`src/ecs_pkg.sv`:
```
// Package with constants, register map and types for the command word serializer.
package ecs_pkg;

    localparam int        ECS_WORD_BITS     = 16;
    localparam int        ECS_FUNC_MSB      = 15;
    localparam int        ECS_FUNC_LSB      = 12;
    localparam int        ECS_MOD_MSB       = 11;
    localparam int        ECS_MOD_LSB       = 8;

    // Wishbone register byte addresses.
    localparam logic [3:0] ECS_ADDR_CMD     = 4'h0;
    localparam logic [3:0] ECS_ADDR_STATUS  = 4'h4;
    localparam logic [3:0] ECS_ADDR_LAST    = 4'h8;

    // Status bit positions.
    localparam int        ECS_ST_BUSY       = 0;
    localparam int        ECS_ST_DONE       = 1;
    localparam int        ECS_ST_REJECT     = 2;
    localparam int        ECS_ST_RETURN     = 3;

    localparam logic [15:0] ECS_CMD_RESET   = 16'h0000;
    localparam logic [4:0]  ECS_CNT_RESET   = 5'h00;
    localparam logic [4:0]  ECS_CNT_PARITY  = 5'h10;

    // Function codes of the command word.
    localparam logic [3:0] ECS_FN_SEEK      = 4'h0;
    localparam logic [3:0] ECS_FN_RECAL     = 4'h1;
    localparam logic [3:0] ECS_FN_STATUS    = 4'h2;
    localparam logic [3:0] ECS_FN_CONFIG    = 4'h3;
    localparam logic [3:0] ECS_FN_HEADGRP   = 4'h4;
    localparam logic [3:0] ECS_FN_CONTROL   = 4'h5;
    localparam logic [3:0] ECS_FN_STROBE    = 4'h6;
    localparam logic [3:0] ECS_FN_TRACK     = 4'h7;
    localparam logic [3:0] ECS_FN_DIAG      = 4'h8;
    localparam logic [3:0] ECS_FN_BPS       = 4'h9;

    typedef enum logic [1:0] {
        ECS_IDLE     = 2'b00,
        ECS_REQ      = 2'b01,
        ECS_WAIT_LOW = 2'b10
    } ecs_state_t;

    // Field usage of each function code.
    typedef enum logic [1:0] {
        ECS_USE_NONE  = 2'b00,
        ECS_USE_MOD   = 2'b01,
        ECS_USE_PARAM = 2'b10,
        ECS_USE_BAD   = 2'b11
    } ecs_use_t;

endpackage : ecs_pkg

```
`src/ecs_serializer.sv`:
```
// Command word serializer with Wishbone register access and bit handshake.
// Behaviour
// - Each command goes out as sixteen information bits plus one parity bit.
// - Bits go out 15 down to 0, then parity, each paced by handshake.
// - Parity makes the seventeen bits hold an odd count of ones.
// - Bits 15 to 12 hold the function code choosing the operation.
// - Modifier functions use bits 11-8 with zero low byte; parameter functions use 11-0.
// - Code 0000 seeks, twelve-bit parameter, no returned word.
// - Code 0001 recalibrates, no modifier, no parameter, no returned word.
// - Code 0010 requests status with modifier; a status word comes back.
// - Code 0011 requests configuration with modifier; a configuration word comes back.
// - Code 0100 selects head group with twelve-bit parameter, nothing returned.
// - Codes 0110 and 0111 adjust strobe and track offset with modifier.
// - Code 1001 sets bytes per sector from the twelve-bit parameter.
// - Codes 1010 to 1111 are reserved and never issued.
// - Controller drives transfer request, drive drives transfer acknowledge.
//
// The placing of the registers and register access over Wishbone were chosen for this implementation.
`timescale 1ns/1ps

module ecs_serializer
    import ecs_pkg::*;
(
    input  wire logic        sys_clk,
    input  wire logic        sys_rst,
    input  wire logic        clk_en,
    input  wire logic [3:0]  wb_adr_i,
    input  wire logic [31:0] wb_dat_i,
    output logic      [31:0] wb_dat_o,
    input  wire logic        wb_we_i,
    input  wire logic [3:0]  wb_sel_i,
    input  wire logic        wb_cyc_i,
    input  wire logic        wb_stb_i,
    output logic             wb_ack_o,
    output logic             cmd_data,
    output logic             xfer_req,
    input  wire logic        xfer_ack,
    output logic             reply_expected
);

    // Usage of the modifier and parameter fields per function code.
    function automatic ecs_use_t fn_use(input logic [3:0] fn);
        unique case (fn)
            ECS_FN_SEEK, ECS_FN_HEADGRP, ECS_FN_BPS:                 fn_use = ECS_USE_PARAM;
            ECS_FN_RECAL, ECS_FN_DIAG:                               fn_use = ECS_USE_NONE;
            ECS_FN_STATUS, ECS_FN_CONFIG, ECS_FN_CONTROL,
            ECS_FN_STROBE, ECS_FN_TRACK:                             fn_use = ECS_USE_MOD;
            default:                                                 fn_use = ECS_USE_BAD;
        endcase
    endfunction

    // Acknowledge from the drive crosses in through three flops.
    logic [2:0]       ack_sync;
    logic             ack_seen;
    logic             next_ack_seen;

    ecs_state_t       state;
    ecs_state_t       next_state;
    logic [15:0]      shreg;
    logic [15:0]      next_shreg;
    logic [15:0]      last_word;
    logic [15:0]      next_last_word;
    logic [4:0]       bit_cnt;
    logic [4:0]       next_bit_cnt;
    logic             parity;
    logic             next_parity;
    logic             done;
    logic             next_done;
    logic             reject;
    logic             next_reject;
    logic             reply;
    logic             next_reply;
    logic             ack_q;
    logic             next_ack_q;
    logic [31:0]      rdata;
    logic [31:0]      next_rdata;
    logic             out_bit;
    logic             next_out_bit;

    logic             wb_req;
    logic             cmd_wr;
    logic             done_clr;
    logic [15:0]      wr_word;
    logic [15:0]      built_word;
    logic             busy;

    assign busy    = (state != ECS_IDLE);
    assign wb_req  = wb_cyc_i && wb_stb_i && !ack_q;
    assign cmd_wr  = wb_req && wb_we_i && (wb_adr_i == ECS_ADDR_CMD) && wb_sel_i[0] && wb_sel_i[1];
    assign done_clr = wb_req && wb_we_i && (wb_adr_i == ECS_ADDR_STATUS) && wb_sel_i[0] && wb_dat_i[ECS_ST_DONE];
    assign wr_word = wb_dat_i[15:0];

    // Zero the fields the function code does not use.
    always_comb begin
        built_word = wr_word;
        unique case (fn_use(wr_word[ECS_FUNC_MSB:ECS_FUNC_LSB]))
            ECS_USE_MOD:   built_word = {wr_word[15:8], 8'h00};
            ECS_USE_NONE:  built_word = {wr_word[15:12], 12'h000};
            ECS_USE_PARAM: built_word = wr_word;
            ECS_USE_BAD:   built_word = wr_word;
        endcase
    end

    always_comb begin
        next_ack_seen  = ack_sync[2] & ack_sync[1] ? 1'b1 :
                         (~ack_sync[2] & ~ack_sync[1]) ? 1'b0 : ack_seen;
        next_state     = state;
        next_shreg     = shreg;
        next_last_word = last_word;
        next_bit_cnt   = bit_cnt;
        next_parity    = parity;
        next_done      = done;
        next_reject    = reject;
        next_reply     = reply;
        next_out_bit   = out_bit;
        if (done_clr) begin
            next_done   = 1'b0;
            next_reject = 1'b0;
        end
        unique case (state)
            ECS_IDLE: begin
                // A write while busy is acked but ignored, so the word in flight stays intact.
                if (cmd_wr) begin
                    if (fn_use(wr_word[ECS_FUNC_MSB:ECS_FUNC_LSB]) == ECS_USE_BAD) begin
                        next_reject = 1'b1;
                    end else begin
                        next_shreg     = built_word;
                        next_last_word = built_word;
                        next_bit_cnt   = ECS_CNT_RESET;
                        next_parity    = ~(^built_word);
                        next_out_bit   = built_word[ECS_WORD_BITS-1];
                        next_reply     = (built_word[15:12] == ECS_FN_STATUS) ||
                                         (built_word[15:12] == ECS_FN_CONFIG);
                        next_state     = ECS_REQ;
                    end
                end
            end
            ECS_REQ: begin
                if (ack_seen) begin
                    next_state = ECS_WAIT_LOW;
                end
            end
            ECS_WAIT_LOW: begin
                if (!ack_seen) begin
                    if (bit_cnt == ECS_CNT_PARITY) begin
                        next_state = ECS_IDLE;
                        next_done  = 1'b1;
                    end else begin
                        next_bit_cnt = bit_cnt + 5'h01;
                        next_shreg   = {shreg[14:0], 1'b0};
                        next_out_bit = (bit_cnt == ECS_CNT_PARITY - 5'h01) ? parity : shreg[14];
                        next_state   = ECS_REQ;
                    end
                end
            end
            default: next_state = ECS_IDLE;
        endcase
    end

    always_comb begin
        next_ack_q = wb_req;
        next_rdata = 32'h0000_0000;
        unique case (wb_adr_i)
            ECS_ADDR_CMD:    next_rdata = {16'h0000, last_word};
            ECS_ADDR_STATUS: next_rdata = {28'h0000000, reply, reject, done, busy};
            ECS_ADDR_LAST:   next_rdata = {27'h0000000, bit_cnt};
            default:         next_rdata = 32'h0000_0000;
        endcase
    end

    always_ff @(posedge sys_clk or posedge sys_rst) begin
        if (sys_rst) begin
            ack_sync  <= 3'h0;
            ack_seen  <= 1'b0;
            state     <= ECS_IDLE;
            shreg     <= ECS_CMD_RESET;
            last_word <= ECS_CMD_RESET;
            bit_cnt   <= ECS_CNT_RESET;
            parity    <= 1'b0;
            done      <= 1'b0;
            reject    <= 1'b0;
            reply     <= 1'b0;
            ack_q     <= 1'b0;
            rdata     <= 32'h0000_0000;
            out_bit   <= 1'b0;
        end else if (clk_en) begin
            ack_sync  <= {ack_sync[1:0], xfer_ack};
            ack_seen  <= next_ack_seen;
            state     <= next_state;
            shreg     <= next_shreg;
            last_word <= next_last_word;
            bit_cnt   <= next_bit_cnt;
            parity    <= next_parity;
            done      <= next_done;
            reject    <= next_reject;
            reply     <= next_reply;
            ack_q     <= next_ack_q;
            rdata     <= next_rdata;
            out_bit   <= next_out_bit;
        end
    end

    // Request is a plain decode of the state so it drops the cycle after ack is seen.
    assign xfer_req       = (state == ECS_REQ);
    assign cmd_data       = out_bit;
    assign wb_ack_o       = ack_q;
    assign wb_dat_o       = rdata;
    assign reply_expected = reply;

    req_until_ack_a: assert property (@(posedge sys_clk) disable iff (sys_rst)
        (clk_en && xfer_req && !ack_seen) |=> xfer_req)
        else $error("Request dropped before acknowledge.");
    data_stable_a: assert property (@(posedge sys_clk) disable iff (sys_rst)
        (clk_en && busy && $stable(state)) |=> (!clk_en || $stable(cmd_data) || state == ECS_REQ))
        else $error("Command data changed mid handshake.");
    parity_odd_a: assert property (@(posedge sys_clk) disable iff (sys_rst)
        busy |-> (^{last_word, parity}) == 1'b1)
        else $error("Parity is not odd.");
    no_reserved_a: assert property (@(posedge sys_clk) disable iff (sys_rst)
        busy |-> last_word[15:12] <= ECS_FN_BPS)
        else $error("Reserved function issued.");
    mod_low_zero_a: assert property (@(posedge sys_clk) disable iff (sys_rst)
        (busy && fn_use(last_word[15:12]) == ECS_USE_MOD) |-> last_word[7:0] == 8'h00)
        else $error("Modifier command low byte not zero.");
    first_msb_a: assert property (@(posedge sys_clk) disable iff (sys_rst)
        (clk_en && state == ECS_IDLE && cmd_wr && !reject && fn_use(wr_word[15:12]) != ECS_USE_BAD)
        |=> (cmd_data == last_word[15] && xfer_req))
        else $error("First bit is not the most significant.");
    word_stable_a: assert property (@(posedge sys_clk) disable iff (sys_rst)
        (busy && $past(busy)) |-> $stable(last_word))
        else $error("Command word changed while busy.");
    end_count_a: assert property (@(posedge sys_clk) disable iff (sys_rst)
        (clk_en && state == ECS_WAIT_LOW && !ack_seen && bit_cnt == ECS_CNT_PARITY) |=> (done && !busy))
        else $error("Word did not end after seventeen bits.");
    reply_flag_a: assert property (@(posedge sys_clk) disable iff (sys_rst)
        busy |-> (reply == (last_word[15:12] == ECS_FN_STATUS || last_word[15:12] == ECS_FN_CONFIG)))
        else $error("Reply flag wrong.");
    bus_ack_a: assert property (@(posedge sys_clk) disable iff (sys_rst)
        (clk_en && wb_ack_o) |=> !wb_ack_o)
        else $error("Bus ack held two cycles.");

    // Link handshake and command word checks.
    req_drop_a: assert property (@(posedge sys_clk) disable iff (sys_rst)
        (clk_en && state == ECS_REQ && ack_seen) |=> !xfer_req)
        else $error("Request held after acknowledge seen.");
    next_bit_a: assert property (@(posedge sys_clk) disable iff (sys_rst)
        (clk_en && state == ECS_WAIT_LOW && !ack_seen && bit_cnt != ECS_CNT_PARITY)
        |=> (xfer_req && bit_cnt == $past(bit_cnt) + 5'h01))
        else $error("Next bit did not follow the low acknowledge.");
    data_bit_a: assert property (@(posedge sys_clk) disable iff (sys_rst)
        (xfer_req && bit_cnt < ECS_CNT_PARITY) |-> cmd_data == last_word[ECS_WORD_BITS - 1 - int'(bit_cnt)])
        else $error("Data bit out of order.");
    parity_bit_a: assert property (@(posedge sys_clk) disable iff (sys_rst)
        (xfer_req && bit_cnt == ECS_CNT_PARITY) |-> cmd_data == ~(^last_word))
        else $error("Trailing bit is not odd parity.");
    none_zero_a: assert property (@(posedge sys_clk) disable iff (sys_rst)
        (busy && fn_use(last_word[15:12]) == ECS_USE_NONE) |-> last_word[11:0] == 12'h000)
        else $error("Unused fields of a bare command not zero.");
    func_code_a: assert property (@(posedge sys_clk) disable iff (sys_rst)
        (clk_en && state == ECS_IDLE && cmd_wr && fn_use(wr_word[15:12]) != ECS_USE_BAD)
        |=> last_word[15:12] == $past(wr_word[15:12]))
        else $error("Function code not carried into the word.");
    param_kept_a: assert property (@(posedge sys_clk) disable iff (sys_rst)
        (clk_en && state == ECS_IDLE && cmd_wr && fn_use(wr_word[15:12]) == ECS_USE_PARAM)
        |=> last_word == $past(wr_word))
        else $error("Parameter bits not carried into the word.");
    reject_set_a: assert property (@(posedge sys_clk) disable iff (sys_rst)
        (clk_en && state == ECS_IDLE && cmd_wr && fn_use(wr_word[15:12]) == ECS_USE_BAD)
        |=> (reject && !busy))
        else $error("Reserved function not refused.");
    ack_sync_a: assert property (@(posedge sys_clk) disable iff (sys_rst)
        (clk_en && ack_sync[2] == ack_sync[1]) |=> ack_seen == $past(ack_sync[2]))
        else $error("Acknowledge not taken after two agreeing samples.");
    count_range_a: assert property (@(posedge sys_clk) disable iff (sys_rst)
        bit_cnt <= ECS_CNT_PARITY)
        else $error("Bit counter ran past the parity bit.");

    // A low clock enable must freeze the whole block, bus answer included.
    freeze_a: assert property (@(posedge sys_clk) disable iff (sys_rst)
        !clk_en |=> ($stable(state) && $stable(bit_cnt) && $stable(last_word)
                     && $stable(ack_seen) && $stable(wb_ack_o)))
        else $error("State moved while the clock enable was low.");
    bus_answer_a: assert property (@(posedge sys_clk) disable iff (sys_rst)
        (clk_en && wb_cyc_i && wb_stb_i && !wb_ack_o) |=> wb_ack_o)
        else $error("Bus request not answered in one cycle.");
    done_clear_a: assert property (@(posedge sys_clk) disable iff (sys_rst)
        (clk_en && done_clr && !(state == ECS_WAIT_LOW && !ack_seen && bit_cnt == ECS_CNT_PARITY))
        |=> (!done && !reject))
        else $error("Status flags not cleared.");
    status_read_a: assert property (@(posedge sys_clk) disable iff (sys_rst)
        (clk_en && wb_req && !wb_we_i && wb_adr_i == ECS_ADDR_STATUS)
        |=> wb_dat_o[ECS_ST_BUSY] == $past(busy))
        else $error("Busy bit not reported.");

    seek_cov: cover property (@(posedge sys_clk) disable iff (sys_rst)
        done && last_word[15:12] == ECS_FN_SEEK);
    status_cov: cover property (@(posedge sys_clk) disable iff (sys_rst)
        done && reply);
    reject_cov: cover property (@(posedge sys_clk) disable iff (sys_rst) reject);
    parity_cov: cover property (@(posedge sys_clk) disable iff (sys_rst)
        state == ECS_REQ && bit_cnt == ECS_CNT_PARITY);
    busy_write_cov: cover property (@(posedge sys_clk) disable iff (sys_rst)
        busy && cmd_wr);

endmodule // ecs_serializer

```
`config.mk`:
```
export PLATFORM = sky130hd
export DESIGN_NAME = ecs_serializer
export DESIGN_NICKNAME = d
export VERILOG_FILES = /design/src/ecs_pkg.sv /design/src/ecs_serializer.sv
export SDC_FILE = /design/constraint.sdc
export NUM_CORES = 1
export LEC_CHECK = 0
export BUFFER_PORTS_ARGS = -buffer_cell sky130_fd_sc_hd__buf_2
export CAP_MARGIN = 15
export CORE_ASPECT_RATIO = 0.6
export CORE_MARGIN = 1.5
export CORE_UTILIZATION = 39
export DETAILED_ROUTE_END_ITERATION = 10
export RECOVER_POWER = 50
export SETUP_SLACK_MARGIN = 0.3
export SYNTH_ARGS = -nofsm -noshare
export SYNTH_HDL_FRONTEND = slang
export SYNTH_SLANG_ARGS = --single-unit
```
`constraint.sdc`:
```
create_clock -name sys_clk -period 3.1 [get_ports sys_clk]
set_input_delay 0.155 -clock sys_clk [delete_from_list [all_inputs] [get_ports sys_clk]]
set_output_delay 0.155 -clock sys_clk [all_outputs]
set_load 0.03 [all_outputs]
```
# Word level (Yosys, flattened, before mapping)
# Memories as Yosys holds them, arrays and structs flattened.
# Index checks and enable logic that the tools add are counted.
[word_totals]
register_bits = 80
mem_bits_ro = 64
inputBits = 47
out_inout_bits = 36
wordCells = 98
n_memories = 2
[op_classes]
n_addsub = 1
eq_ne = 17
muxes = 36
bitwise_logic = 6
n_reduce_logical = 23
[mem_list]
columns = ["memory", "words", "width", "read_ports", "rd_clocked_by_memory_dff", "wr", "line", "text"]
rows = [
  ["(no name shown)", 16, 2, 1, 0, 0, "ecs_serializer.sv:43", "unique case (fn)"],
  ["(no name shown)", 16, 2, 1, 0, 0, "ecs_serializer.sv:43", ""],
]
[op_table]
columns = ["operator", "count"]
rows = [
  ["16-bit case mux with 3 select lines", 2],
  ["15-bit two-way mux", 4],
  ["15-bit case mux with 2 select lines", 1],
  ["5-bit two-way mux", 4],
  ["1-bit two-way mux", 16],
  ["16-bit parity", 1],
  ["2-bit two-way mux", 6],
  ["5-bit case mux with 2 select lines", 1],
  ["1-bit logical AND", 9],
  ["2-bit equality test, second input constant", 4],
  ["4-bit by 2-bit equality test with 1-bit output, second input constant", 2],
  ["2-bit inequality test, second input constant", 4],
  ["2-bit case mux with 3 select lines", 1],
  ["6-bit AND reduction", 1],
  ["2-bit nonzero test", 3],
  ["5-bit by 1-bit adder with 5-bit output, second input constant", 1],
  ["5-bit by 4-bit equality test with 1-bit output, second input constant", 1],
  ["5-bit equality test, second input constant", 1],
  ["5-bit AND reduction", 1],
  ["2-bit by 1-bit equality test with 1-bit output, second input constant", 2],
  ["4-bit by 3-bit equality test with 1-bit output, second input constant", 1],
  ["4-bit equality test, second input constant", 1],
  ["2-bit logical NOT", 2],
  ["4-bit logical NOT", 1],
  ["other kinds (9)", 13],
]

# Longest topological paths before layout
[depth]
depth_word = 12
depth_mapped = 8
depth_no_buf = 7

# Worst setup path after synthesis
# No wires, ideal clock.
[synth_path]
path_type = "register to register"
start = "register state[1]"
end = "register out_bit (netlist: cmd_data)"
arrival_ns = 2.105
required_ns = 2.975
setup_slack_ns = 0.870
stages_incl_launch_ff = 7
synth_period_minus_slack_ns = 2.230
path_cell_list = "dfrtp_1 > or3b_2 > nor4_4 > a31oi_4 > nor2_8 > buf_12 > mux2_4"
[synth_between]
elab_chain_cells = 3
[synth_lines]
columns = ["item", "line", "text"]
rows = [
  ["from (decl)", "ecs_serializer.sv:57", "ecs_state_t state;"],
  ["from (signal assigned)", "ecs_serializer.sv:189", "state <= next_state;"],
  ["2-bit equality test / 2-bit logical NOT (equally long branches)", "ecs_serializer.sv:120", "unique case (state)"],
  ["2-bit inequality test (no source line) / 2-bit nonzero test (equally long branches)", "-", ""],
  ["6-bit AND reduction (no source line)", "-", ""],
  ["to (signal assigned)", "ecs_serializer.sv:199", "out_bit <= next_out_bit;"],
  ["to (decl)", "ecs_serializer.sv:77", "logic out_bit;"],
]
# Parallel ways exist; a longest one is shown, timed or not.
# A chain may end at the register's enable or synchronous reset.

# Worst setup path in the final report
[layout_path]
start = "input wb_adr_i[3]"
end = "register shreg[7]"
[layout_between]
elab_chain_cells = 6
[layout_lines]
columns = ["item", "line", "text"]
rows = [
  ["from (decl)", "ecs_serializer.sv:27", "input wire logic [3:0] wb_adr_i,"],
  ["4-bit logical NOT", "ecs_serializer.sv:89", "assign cmd_wr = wb_req && wb_we_i && (wb_adr_i == ECS_ADDR_CMD) && wb_sel_i[0] && wb_sel_i[1];"],
  ["1-bit logical AND (3 in a row)", "ecs_serializer.sv:89", ""],
  ["2-bit inequality test (no source line)", "-", ""],
  ["6-bit AND reduction (no source line)", "-", ""],
  ["to (signal assigned)", "ecs_serializer.sv:190", "shreg <= next_shreg;"],
  ["to (decl)", "ecs_serializer.sv:59", "logic [15:0] shreg;"],
]
# No other way between the ends.

==> results.cfg <==
[final_layout]
nFillCells = 840
n_antenna_cell = 0
num-nets-final = 453
area_delta_synth_final_pct = 17.0
layout-drive-gt1-share = 0.184
seq_area_um2 = 1600
multi_input_area_um2 = 1550
stdcell_count = 515
layout_common_cells = dfrtp_1, nand2_1, o21ai_0
layout_commonest_cell = dfrtp_1
final_area_um2 = 3970

[worst_hold_path]
hold_class = primary input to flip-flop
hold_start = xfer_ack

[sta]
skew_ns = 0.00616
min_period_over_period = 0.803
finalHoldViolCount = 0
setup_viol = 0
fmax_mhz = 402
period_needed_ns = 2.49
relSlewSlack = 0.214
slew_violations = 0
tightest_slew_ns = 1.18
rsz0062_at_grt = no
finalSetupTns_ns = 0

[die]
num_io_pins = 83
dieArea_um2 = 9290
die_y_um = 75.3
rows = 26
start_util = 0.400
die_w_um = 123
core_area_um2 = 8490

[worst_setup_path]
cp.arrival_ns = 2.70
r2r-start = state[1]
max_stage_delay_ns = 0.87
cp_num_buf_inv = 1
crit_type = primary input to flip-flop
crit_start = wb_adr_i[3]
crit_path_end_kind = flip-flop
cp_max_fo = 18
crit_required_ns = 3.32
crit_slowest_cell = or4_1
start_kind = primary input
critPathTopFamily = simple AND/OR/NAND/NOR gates
worstPathCellList = clkbuf_1 > or4_1 > nor4_4 > a31oi_4 > nor2_8 > mux2_2

[routing]
wire_per_inst_um = 14.6
final_antenna_net_count = 0
routed.top_layer = met4
dr_wl_met3_um = 559
dr_total_vias = 2492
wirelength_um = 7530
drt_iter0_markers = 132
drt-met1-wl_um = 4080
dr_wl_met2_um = 2810
drc = 0
drt_pass1_iterations = 4
viasPerCell = 4.84

[synthesis]
synthFlopType = dfrtp_1
async_flop_share = 1.00
synthTopCellsByArea = dfrtp_1, nand2_1, o21ai_0
avgSynthCellArea_um2 = 9.75
synthDistinctLibCells = 43
synth-edff-count = 0
netlist_area_um2 = 3390
yosys.area.top_type_share = 0.472
seq_area_frac_synth = 0.472
synth_seq_cells = 64
yosys_warnings = 0
synth.largest_area_cell = dfrtp_1
synth_cells = 348

[status]
run_status = finished clean

[clock_tree]
tritoncts = done
cts_made_buffers = 9
htreeDepth = 3
ctsResizeCount = 0
cts-root-buf = clkbuf_16
cts_sinks = 64
clockBufferDepth = 2
cts_setup_buffers = 0
clkTransAtPathRegs_ns = 0.05
clock_latency_ns = 0.34

[pwr]
power.internal_mw = 1.76
power.share.switching = 0.269
pwr-share-comb = 0.149
p_per_area_nw_per_um2 = 607
ir_drop_mv = 0.290
power_switching_uw = 648
clock_power_share = 0.450
leakagePower_nw = 1.82
pwr-share-seq = 0.400

[grt]
grt_max_degree = 47
grt_pass1_wl_um = 12200
antenna_found_initial = 0
track_usage = 0.180
first_global_vias = 2295
globalRouteOverflowTotal = 0

[placed_design]
dp_cells = 498
placed_area_um2 = 3670
globalplace.congestion = 0.812
portBuffers = 48
hpwl_um = 5450

[job]
drv_cap = 0
-- Yosys cell counts, types with 5 or more instances --
| library cell | instances |
|---|---|
| inv_1 | 27 |
| clkbuf_1 | 11 |
| mux2_2 | 12 |
| xnor2_1 | 9 |
| mux2i_1 | 8 |
| dfrtp_1 | 64 |
| a21oi_1 | 7 |
| ha_1 | 8 |
| o22ai_1 | 14 |
| nand2_1 | 63 |
| nand3_1 | 8 |
| buf_4 | 16 |
| o21ai_0 | 45 |
| nor2b_1 | 5 |
| nor2_1 | 7 |
| mux2_4 | 7 |
-- worst paths after layout --
check / endpoint / slack [ns] / cells past startpoint
min: ack_sync[0] / 0.06 / 2
min in group asynchronous: last_word[11] / 0.47 / 3
max in group asynchronous: shreg[4] / 1.04 / 4
min reg2reg: last_word[12] / 0.48 / 2
max: shreg[7] / 0.61 / 6
max reg2reg: shreg[7] / 0.61 / 5
-- registers in the layout, summed over array words and instances, names as in the netlist --
register and count:
bit_cnt 5, shreg 15, state 2, wb_ack_o 1
ack_sync 3, reply_expected 1, ack_seen 1, reject 1
parity 1, cmd_data 1, last_word 16, done 1
wb_dat_o 16
-- per-layer routing --
layer,vias up,global-route usage
li1,1262,-
met1,1153,0.282
met2,66,0.230
met3,11,0.0568
met4,0,0.0536
met5,-,0
-- through the flow --
step | setup slack [ns] | total power [mW] | hold slack, ns | utilization
2_1_floorplan | 0.870 | 1.26 | 0.307 | -
3_3_place_gp | 0.622 | 1.33 | 0.151 | 0.432
3_5_place_dp | 0.602 | 1.34 | 0.160 | 0.432
4_1_cts | 0.601 | 2.44 | 0.0494 | 0.471
5_1_grt | 0.471 | 2.52 | 0.0614 | 0.468
6_report | 0.611 | 2.41 | 0.0587 | 0.468
-- worst reg2reg max path, cell delays in order (launching register included) --
cell and delay [ns]:
dfrtp_1 0.46, or3b_2 0.56, nor4_4 0.35, a31oi_4 0.21, nor2_8 0.39, mux2_2 0.39
-- power by group through the flow --
stage	clock (mW)	combinational [mW]	sequential, mW
final	1.08	0.360	0.964
after global routing	1.14	0.403	0.975
after CTS	1.11	0.368	0.963
after detailed placement	0	0.365	0.977
after global placement	0	0.358	0.974
after floorplan	0	0.282	0.976
-- final cells by class --
| type | instances | area share |
|---|---|---|
| multi-input cells | 242 | 0.390 |
| clock inverters | 7 | 0.0243 |
| clock buffers | 9 | 0.0567 |
| repair buffers | 54 | 0.0652 |
| well taps | 112 | 0.0353 |
| inverters | 27 | 0.0255 |
| flip-flops and latches | 64 | 0.403 |
-- logic make-up (layout without fill, tap and decap cells) --
| family | count (synthesis) | after routing | synth area share |
|---|---|---|---|
| simple gates | 104 | 104 | 0.156 |
| other cells | 1 | 16 | 0.00111 |
| mux | 27 | 27 | 0.0944 |
| fa+ha+maj | 8 | 8 | 0.0295 |
| buf+inv | 57 | 97 | 0.0878 |
| flops | 64 | 64 | 0.472 |
| compound gates | 75 | 75 | 0.129 |
| xor+xnor | 12 | 12 | 0.0310 |
-- repair_timing --
| item | 4_1_cts | 5_1_grt |
|---|---|---|
| hold buffers | 1 | 0 |
| endpoints found under the setup margin | 0 | 0 |
| endpoints found under the hold margin | 18 | 0 |
Power figures use the tool's default switching activity.
